File: src/hdl/pbm_regs.vh
`ifndef PBM_REGS_VH
`define PBM_REGS_VH
// Own dataset advertised by this instrument
`define PBM_OWN_PRIO1     8'h80
`define PBM_OWN_CLASS     8'hF8
`define PBM_OWN_ACCURACY  8'hFE
`define PBM_OWN_VARIANCE  16'hFFFF
`define PBM_OWN_PRIO2     8'h7A
// Protocol version accepted
`define PBM_PTP_VERSION   4'h2
// Message type codes
`define PBM_MSG_SYNC      4'h0
`define PBM_MSG_DLY_REQ   4'h1
`define PBM_MSG_PDLY_REQ  4'h2
`define PBM_MSG_PDLY_RSP  4'h3
`define PBM_MSG_FOLLOW    4'h8
`define PBM_MSG_DLY_RSP   4'h9
`define PBM_MSG_PDLY_FUP  4'hA
`define PBM_MSG_ANNOUNCE  4'hB
`define PBM_MSG_SIGNAL    4'hC
`define PBM_MSG_MGMT      4'hD
// Role codes
`define PBM_ROLE_MASTER   1'b0
`define PBM_ROLE_SLAVE    1'b1
`endif

File: src/hdl/pbm_best_master.v
`timescale 1ns/1ps
`include "pbm_regs.vh"
module pbm_best_master #(
  parameter ID_W = 64
) (
  input  wire            clk_in,
  input  wire            nrst_in,
  // Parsed message header
  input  wire            msg_valid_in,
  input  wire [3:0]      msg_type_in,
  input  wire [3:0]      msg_version_in,
  // Announced candidate dataset
  input  wire [7:0]      ann_prio1_in,
  input  wire [7:0]      ann_class_in,
  input  wire [7:0]      ann_accuracy_in,
  input  wire [15:0]     ann_variance_in,
  input  wire [7:0]      ann_prio2_in,
  input  wire [ID_W-1:0] ann_ident_in,
  // Own administrative settings
  input  wire            own_load_in,
  input  wire [7:0]      own_prio1_in,
  input  wire [7:0]      own_prio2_in,
  input  wire [ID_W-1:0] own_ident_in,
  input  wire            forget_in,
  // Classification pulses
  output reg             msg_event_out,
  output reg             msg_general_out,
  output reg             msg_peer_out,
  output reg             msg_ignored_out,
  output reg             stamp_req_out,
  // Election result and own settings
  output reg             role_slave_out,
  output reg             role_changed_out,
  output reg [ID_W-1:0]  gm_ident_out,
  output reg [7:0]       own_prio1_out,
  output reg [7:0]       own_prio2_out
);

  // Stored foreign dataset and own settings
  // Only the latest accepted announce is kept: one foreign candidate.
  // One slot suffices for an ordinary clock on a single segment;
  // a multi-port clock would need one slot per port.
  reg [7:0]      for_p1_q;
  reg [7:0]      for_cls_q;
  reg [7:0]      for_acc_q;
  reg [15:0]     for_var_q;
  reg [7:0]      for_p2_q;
  reg [ID_W-1:0] for_id_q;
  reg            for_vld_q;
  reg [ID_W-1:0] own_id_q;
  reg            rerun_q;

  // Header decode results, all combinational
  wire ver_ok;
  wire is_event;
  wire is_general;
  wire is_peer;
  wire is_announce;
  reg  own_wins;

  // version two only
  // An older header layout is incompatible, so it is never decoded
  assign ver_ok = (msg_version_in == `PBM_PTP_VERSION);

  // event class decode
  // Only these four need precise ingress instants
  assign is_event = (msg_type_in == `PBM_MSG_SYNC) ||
                    (msg_type_in == `PBM_MSG_DLY_REQ) ||
                    (msg_type_in == `PBM_MSG_PDLY_REQ) ||
                    (msg_type_in == `PBM_MSG_PDLY_RSP);

  // general class decode
  // Content matters here, the arrival instant does not
  assign is_general = (msg_type_in == `PBM_MSG_FOLLOW) ||
                      (msg_type_in == `PBM_MSG_DLY_RSP) ||
                      (msg_type_in == `PBM_MSG_PDLY_FUP) ||
                      (msg_type_in == `PBM_MSG_ANNOUNCE) ||
                      (msg_type_in == `PBM_MSG_SIGNAL) ||
                      (msg_type_in == `PBM_MSG_MGMT);

  // peer delay set flagged
  // Used by peer-to-peer switches; flagged so they can be counted
  assign is_peer = (msg_type_in == `PBM_MSG_PDLY_REQ) ||
                   (msg_type_in == `PBM_MSG_PDLY_RSP) ||
                   (msg_type_in == `PBM_MSG_PDLY_FUP);

  // Announce carries the candidate dataset
  assign is_announce = (msg_type_in == `PBM_MSG_ANNOUNCE);

  // ordered field compare, first difference decides
  // Combinational, so a change of either dataset shows at once
  always @* begin
    if (!for_vld_q) begin
      // No candidate heard: stay master
      own_wins = 1'b1;
    end else if (own_prio1_out != for_p1_q) begin
      // Priority one outranks every quality field
      own_wins = (own_prio1_out < for_p1_q);
    end else if (`PBM_OWN_CLASS != for_cls_q) begin
      own_wins = (`PBM_OWN_CLASS < for_cls_q);
    end else if (`PBM_OWN_ACCURACY != for_acc_q) begin
      // Accuracy only counts once class is equal
      own_wins = (`PBM_OWN_ACCURACY < for_acc_q);
    end else if (`PBM_OWN_VARIANCE != for_var_q) begin
      // Stability estimate, smaller is steadier
      own_wins = (`PBM_OWN_VARIANCE < for_var_q);
    end else if (own_prio2_out != for_p2_q) begin
      // Priority two separates otherwise equal clocks
      own_wins = (own_prio2_out < for_p2_q);
    end else begin
      // identifier tie breaker
      // Equal identifiers keep this clock master
      own_wins = (own_id_q <= for_id_q);
    end
  end

  // Classification outputs
  // One-cycle pulses; bad version or unknown type only ignored
  always @(posedge clk_in) begin
    if (!nrst_in) begin
      // Pulses idle in reset
      msg_event_out   <= 1'b0;
      msg_general_out <= 1'b0;
      msg_peer_out    <= 1'b0;
      msg_ignored_out <= 1'b0;
      stamp_req_out   <= 1'b0;
    end else begin
      msg_event_out   <= msg_valid_in && ver_ok && is_event;
      msg_general_out <= msg_valid_in && ver_ok && is_general;
      msg_peer_out    <= msg_valid_in && ver_ok && is_peer;
      msg_ignored_out <= msg_valid_in && !(ver_ok && (is_event || is_general));
      // two-step: timestamp events only
      // One-step correction is not supported, so general
      // messages never ask for a stamp
      stamp_req_out   <= msg_valid_in && ver_ok && is_event;
    end
  end

  // Own dataset and announce capture
  always @(posedge clk_in) begin
    if (!nrst_in) begin
      // own dataset defaults
      // Foreign slot emptied; own identity zero until loaded
      own_prio1_out <= `PBM_OWN_PRIO1;
      own_prio2_out <= `PBM_OWN_PRIO2;
      own_id_q      <= {ID_W{1'b0}};
      for_p1_q      <= 8'h00;
      for_cls_q     <= 8'h00;
      for_acc_q     <= 8'h00;
      for_var_q     <= 16'h0000;
      for_p2_q      <= 8'h00;
      for_id_q      <= {ID_W{1'b0}};
      for_vld_q     <= 1'b0;
      rerun_q       <= 1'b0;
    end else begin
      rerun_q <= 1'b0;
      // settable 8-bit priorities
      // Load also takes the identifier used as tie breaker
      if (own_load_in) begin
        own_prio1_out <= own_prio1_in;
        own_prio2_out <= own_prio2_in;
        own_id_q      <= own_ident_in;
        rerun_q       <= 1'b1;
      end
      if (msg_valid_in && ver_ok && is_announce) begin
        for_p1_q  <= ann_prio1_in;
        for_cls_q <= ann_class_in;
        for_acc_q <= ann_accuracy_in;
        for_var_q <= ann_variance_in;
        for_p2_q  <= ann_prio2_in;
        for_id_q  <= ann_ident_in;
        for_vld_q <= 1'b1;
        rerun_q   <= 1'b1;
      // Announce wins over a forget in the same cycle
      end else if (forget_in) begin
        // Dropping the candidate makes this clock master again
        for_vld_q <= 1'b0;
        rerun_q   <= 1'b1;
      end
    end
  end

  // role update after rerun
  // Role, grandmaster and change pulse update together
  always @(posedge clk_in) begin
    if (!nrst_in) begin
      // Master role, no grandmaster known
      role_slave_out   <= `PBM_ROLE_MASTER;
      role_changed_out <= 1'b0;
      gm_ident_out     <= {ID_W{1'b0}};
    end else begin
      role_changed_out <= 1'b0;
      if (rerun_q) begin
        role_slave_out   <= !own_wins;
        gm_ident_out     <= own_wins ? own_id_q : for_id_q;
        // Pulse compares the new role with the one held
        role_changed_out <= (role_slave_out != !own_wins);
      end
    end
  end

endmodule

File: config.mk
export PLATFORM = sky130hd
export DESIGN_NAME = pbm_best_master
export DESIGN_NICKNAME = d
export VERILOG_FILES = /design/src/hdl/pbm_best_master.v
export VERILOG_INCLUDE_DIRS = /design/src /design/src/hdl
export SDC_FILE = /design/constraint.sdc
export NUM_CORES = 1
export LEC_CHECK = 0
export ABC_AREA = 0
export BUFFER_PORTS_ARGS = -buffer_cell sky130_fd_sc_hd__buf_4
export CORE_ASPECT_RATIO = 0.8
export CORE_MARGIN = 8
export CORE_UTILIZATION = 45
export DETAILED_ROUTE_END_ITERATION = 8
export PLACE_DENSITY_LB_ADDON = 0.05
export SKIP_LAST_GASP = 1
export SYNTH_ARGS = -nofsm -noshare
export SYNTH_HDL_FRONTEND = slang
export SYNTH_SLANG_ARGS = --single-unit
File: constraint.sdc
create_clock -name clk_in -period 3.01 [get_ports clk_in]
set_input_delay 0.4515 -clock clk_in [delete_from_list [all_inputs] [get_ports clk_in]]
set_output_delay 0.4515 -clock clk_in [all_outputs]
set_load 0.05 [all_outputs]
== Word level (Yosys, flattened, before mapping) ==
Cells that the tools add are included.

* Bitwise logic cells: 0
* Shift operators: 0
* Reductions and logical operators: 23
* Magnitude comparators: 6
* Multiply operators: 0
* Add/subtract/negate cells: 0
* Muxes and demuxes: 12
* Divide/modulo/power cells: 0
* Equal/unequal tests: 16

{| class="wikitable"
|+ Operators with widths
! kind !! count
|-
| $le A64 B64 Y1 || 1
|-
| $mux W64 || 1
|-
| $eq A4 B4 Y1 const B || 6
|-
| $lt A16 B16 Y1 const A || 1
|-
| $lt A8 B8 Y1 || 2
|-
| $lt A8 B8 Y1 const A || 2
|-
| $ne A16 B16 Y1 const A || 1
|-
| $ne A8 B8 Y1 || 2
|-
| $ne A8 B8 Y1 const A || 2
|-
| $eq A4 B2 Y1 const B || 3
|-
| $logic_or A1 B1 Y1 || 11
|-
| $mux W1 || 11
|-
| $logic_and A1 B1 Y1 || 7
|-
| $eq A4 B1 Y1 const B || 1
|-
| $logic_not A4 Y1 || 1
|-
| $logic_not A1 Y1 || 2
|-
| $reduce_and A2 Y1 || 1
|-
| $reduce_bool A2 Y1 || 1
|-
| $ne A1 B1 Y1 || 1
|}

* Logic and storage cells: 75
* Latch bits: 0
* Memory bits (writable): 0
* Memories: 0
* Output and inout bits: 87
* Input port bits: 205
* Bits in read-only memories: 0
* Register bits after elaboration: 264

== Logic depth before layout (Yosys ltp) ==
* Word-level depth: 10
* Mapped depth: 12
* Gate-level depth less buffers: 10

== Least setup slack after synthesis ==
OpenSTA, ideal clock, no wires.

* Path kind: reg-to-reg
* Start: register own_prio2_out[1]
* End: register gm_ident_out[47]
* Arrival: 2646 ps
* Clock period less this slack: 2721 ps
* Required time: 2936 ps
* Path slack: 289 ps
* Library setup time: 74 ps
* Buffers on the path: 2
* Cell stages (with the launch flop): 12
* Cells stage by stage: dfxtp_1 -> ha_1 -> nor2b_1 -> o21a_1 -> o21ai_0 -> a21oi_1 -> o221ai_1 -> a31o_2 -> clkbuf_1 -> clkbuf_1 -> nand3_1 -> a31oi_1

* Word-level cells in the longest chain between the ends: 8
* Elaborated cells on any way between the ends: 9
* Classes of those cells: order compare: 1; eq/ne: 1; mux: 7

{| class="wikitable"
|+ RTL lines
! item !! line !! source
|-
| start, declared || pbm_best_master.v:36 || <nowiki>output reg [7:0] own_prio2_out</nowiki>
|-
| start signal, assigned || pbm_best_master.v:145 || <nowiki>own_prio2_out <= `PBM_OWN_PRIO2;</nowiki>
|-
| start signal, assigned || pbm_best_master.v:161 || <nowiki>own_prio2_out <= own_prio2_in;</nowiki>
|-
| $lt A8 B8 Y1 or $ne A8 B8 Y1 (tied branches) || pbm_best_master.v:109, pbm_best_master.v:107 ||
|-
| $mux W1 * || pbm_best_master.v:107 || <nowiki>end else if (own_prio2_out != for_p2_q) begin</nowiki>
|-
| $mux W1 * || pbm_best_master.v:104 || <nowiki>end else if (`PBM_OWN_VARIANCE != for_var_q) begin</nowiki>
|-
| $mux W1 * || pbm_best_master.v:101 || <nowiki>end else if (`PBM_OWN_ACCURACY != for_acc_q) begin</nowiki>
|-
| $mux W1 * || pbm_best_master.v:99 || <nowiki>end else if (`PBM_OWN_CLASS != for_cls_q) begin</nowiki>
|-
| $mux W1 * || pbm_best_master.v:96 || <nowiki>end else if (own_prio1_out != for_p1_q) begin</nowiki>
|-
| $mux W1 * || pbm_best_master.v:93 || <nowiki>if (!for_vld_q) begin</nowiki>
|-
| $mux W64 * || pbm_best_master.v:195 || <nowiki>gm_ident_out <= own_wins ? own_id_q : for_id_q;</nowiki>
|-
| end signal, assigned || pbm_best_master.v:190 || <nowiki>gm_ident_out <= {ID_W{1'b0}};</nowiki>
|-
| end signal, assigned || pbm_best_master.v:195 ||
|-
| end, declared || pbm_best_master.v:34 || <nowiki>output reg [ID_W-1:0] gm_ident_out,</nowiki>
|}

Every way passes the cells marked *; elsewhere a longest branch is shown, timed or not.
A chain may end at the register's enable or synchronous reset.

== Worst setup path in the final report ==
* Start: register for_id_q[1]
* End: register gm_ident_out[38]

* Word-level cells in the longest chain between the ends: 8

{| class="wikitable"
|+ RTL lines
! item !! line !! source
|-
| start, declared || pbm_best_master.v:48 || <nowiki>reg [ID_W-1:0] for_id_q;</nowiki>
|-
| start signal, assigned || pbm_best_master.v:152 || <nowiki>for_id_q <= {ID_W{1'b0}};</nowiki>
|-
| start signal, assigned || pbm_best_master.v:171 || <nowiki>for_id_q <= ann_ident_in;</nowiki>
|-
| $le A64 B64 Y1 || pbm_best_master.v:113 || <nowiki>own_wins = (own_id_q <= for_id_q);</nowiki>
|-
| $mux W1 || pbm_best_master.v:107 ||
|-
| $mux W1 || pbm_best_master.v:104 ||
|-
| $mux W1 || pbm_best_master.v:101 ||
|-
| $mux W1 || pbm_best_master.v:99 ||
|-
| $mux W1 || pbm_best_master.v:96 ||
|-
| $mux W1 || pbm_best_master.v:93 ||
|-
| $mux W64 || pbm_best_master.v:195 ||
|}

No other way between the ends.

==> impl_metrics.toml <==
[timing]
finalSetupViolCount = 0
worst_slew_pin_slew_ns = 0.760
finalHoldViolCount = 0
timing.final.crit_share = 0.941
max_freq_mhz = 353
period_minus_slack_ns = 2.83
rsz0062_at_grt = "false"
setup_tns_ns = 0
drv_slew = 0
finalClockSkew_ns = 0.0123
maxSlewHeadroom = 0.493

[drt]
wl_um = 37600
routedWlPerCell_um = 18.2
via_count = 11000
via_per_inst = 5.29
drc = 0
ant_nets = 0
drtIter0Drc = 642
drtPass1Iterations = 5

[die]
design.die.area_mm2 = 0.0321
die_h_um = 162
pin_count = 292
num_rows = 53
core_mm2 = 0.0262
die_x_um = 198
start_util = 0.457

[clock_network]
cts_hold_buf = 0
post-cts-setup-buffers = 0
clockRootBuffer = "clkbuf_16"
cts_sinks = 264
clkTransAtPathRegs_ns = 0.07
cts_tree = "yes"
post_cts_resized = 0
worstSkewPairLatency_ns = 0.53
clockBufferDepth = 3
numCtsBuffers = 27
htree_levels = 1

[power]
cellPowerDensity_mw_per_mm2 = 531
leakage_uw = 0.00623
peakVddDrop_mv = 0.420
p_total_uw = 8180

[job]
drv_cap = 0

[finish]
syn_to_final_growth_pct = 28.7
drive_gt1_frac = 0.218
seq_area_mm2 = 0.00529
fillers = 2436
final_nets = 1981
multi_input_area_mm2 = 0.00593
antenna_cells_inserted = 0

[setup_path]
crit_arrival_ns = 3.28
end_kind = "flop"
cp_max_fo = 25
worstSetupStartpointType = "flop"
critical_path.top_delay_family = "compound AO/OA/AOI/OAI gates"
crit_chain = "inv_1 -> ha_1 -> nor2b_1 -> o211ai_1 -> a21oi_1 -> a211o_1 -> a2111o_2 -> o21ai_4 -> buf_12 -> nand3_1 -> a31oi_1"
critPathKind = "flop to flop"
crit_buf_inv = 2
cpMaxStageDelayCell = "a2111o_2"
setup.worst_path.start = "for_id_q[1]"
slowest_delay_ns = 0.53
reg2reg_from = "for_id_q[1]"
required_ns = 3.46

[synthesis]
synth_common_cells = "dfxtp_1, nand2_1, a21oi_1"
yosysWarnings = 0
synth_nets = 1739
yosysTopAreaCellShare = 0.442
yosysMostFrequentCell = "dfxtp_1"
synth.ff_latch_count = 264
synth_edf_count = 0
yosysSeqAreaShare = 0.442
syn_area_mm2 = 0.0120
yosys-top-cells-area = "dfxtp_1, ha_1, nand2_1"
synth-main-ff-cell = "dfxtp_1"
async_reset_ff_frac = 0
netlist_instances = 1454
synth.distinct_cells = 47
avgSynthCellArea_um2 = 8.23
synth_top_area_cell = "dfxtp_1"

[hold_path]
hp-class = "input port to flop"
hp-start = "msg_type_in[3]"

[global_route]
antenna_found_initial = 2
grt_start_max_net_pins = 114
grt_pass1_vias = 10500
grt_pass1_wl_um = 58100
overflow = 0
grt_usage = 0.221

[placement]
gp_congestion = 0.819
port-buffer-count = 291
dp_hpwl_um = 25400

[status]
status = "finished clean"
[sequential cells by signal, summed over array words and instances, names as in the netlist, 16 cells and up]
name and count:
gm_ident_out 64, for_var_q 16, for_id_q 64, own_id_q 64
[logic make-up after synthesis]
logic type                 after synthesis  share of synthesized area
and+or+nand+nor                        460                      0.163
DFF                                    264                      0.442
adders and majority gates               80                     0.0836
AOI/OAI and AO/OA                      380                      0.174
muxes                                   80                     0.0669
buffers and inverters                  190                     0.0705
[area by class of cell]
cell class	count	area share
timing repair buffer	316	0.165
sequential	264	0.343
multi-input combinational	1001	0.385
clock inverter	8	0.00455
inverter	86	0.0213
clock buffer	40	0.0516
tap	357	0.0290
[stage by stage]
| step | area, um2 | hold slack (ns) | util | instances | setup slack (ns) |
|---|---|---|---|---|---|
| 6_report | 15400 | 0.131 | 0.588 | 2072 | 0.177 |
| 5_1_grt | 15400 | 0.121 | 0.588 | 2072 | 0.00481 |
| 3_3_place_gp | 14500 | 0.437 | 0.553 | 2023 | 0.227 |
| 2_1_floorplan | 12000 | 0.427 | - | 1454 | 0.289 |
| 3_5_place_dp | 14500 | 0.442 | 0.553 | 2023 | 0.0877 |
| 4_1_cts | 15400 | 0.104 | 0.586 | 2071 | 0.0683 |
[per-layer routing]
| layer | global-route usage | part of all wire | up-vias |
|---|---|---|---|
| met4 | 0.0356 | 0.013 | 4 |
| li1 | - | - | 5511 |
| met2 | 0.352 | 0.45 | 319 |
| met5 | 0 | 0.00061 | - |
| met1 | 0.308 | 0.46 | 5086 |
| met3 | 0.0482 | 0.076 | 37 |
[power breakdown]
part	leakage (uW)	switching, uW	internal [uW]
combinational	0.00365	667	487
sequential	0.00216	115	3620
clock	0.000424	1390	1900
[cells in the final DEF (no fill, tap or decap), drive strengths merged, types with 4 or more instances in the layout]
cell / n
buf: 316
dfxtp: 264
nand2: 253
a21oi: 145
o21ai: 144
inv: 86
nor2: 84
mux2i: 80
ha: 80
nand3: 73
a31oi: 68
clkbuf: 40
nand4: 25
a21o: 6
nor3: 6
clkinv: 5
nor2b: 4
nand2b: 4
nor4: 4
[worst paths after layout]
check	cells after the start	slack [ns]	to
min reg2reg	2	0.45	for_cls_q[2]
min	2	0.13	stamp_req_out
max reg2reg	11	0.18	gm_ident_out[38]
max	11	0.18	gm_ident_out[38]
Power figures use the tool's default switching activity.
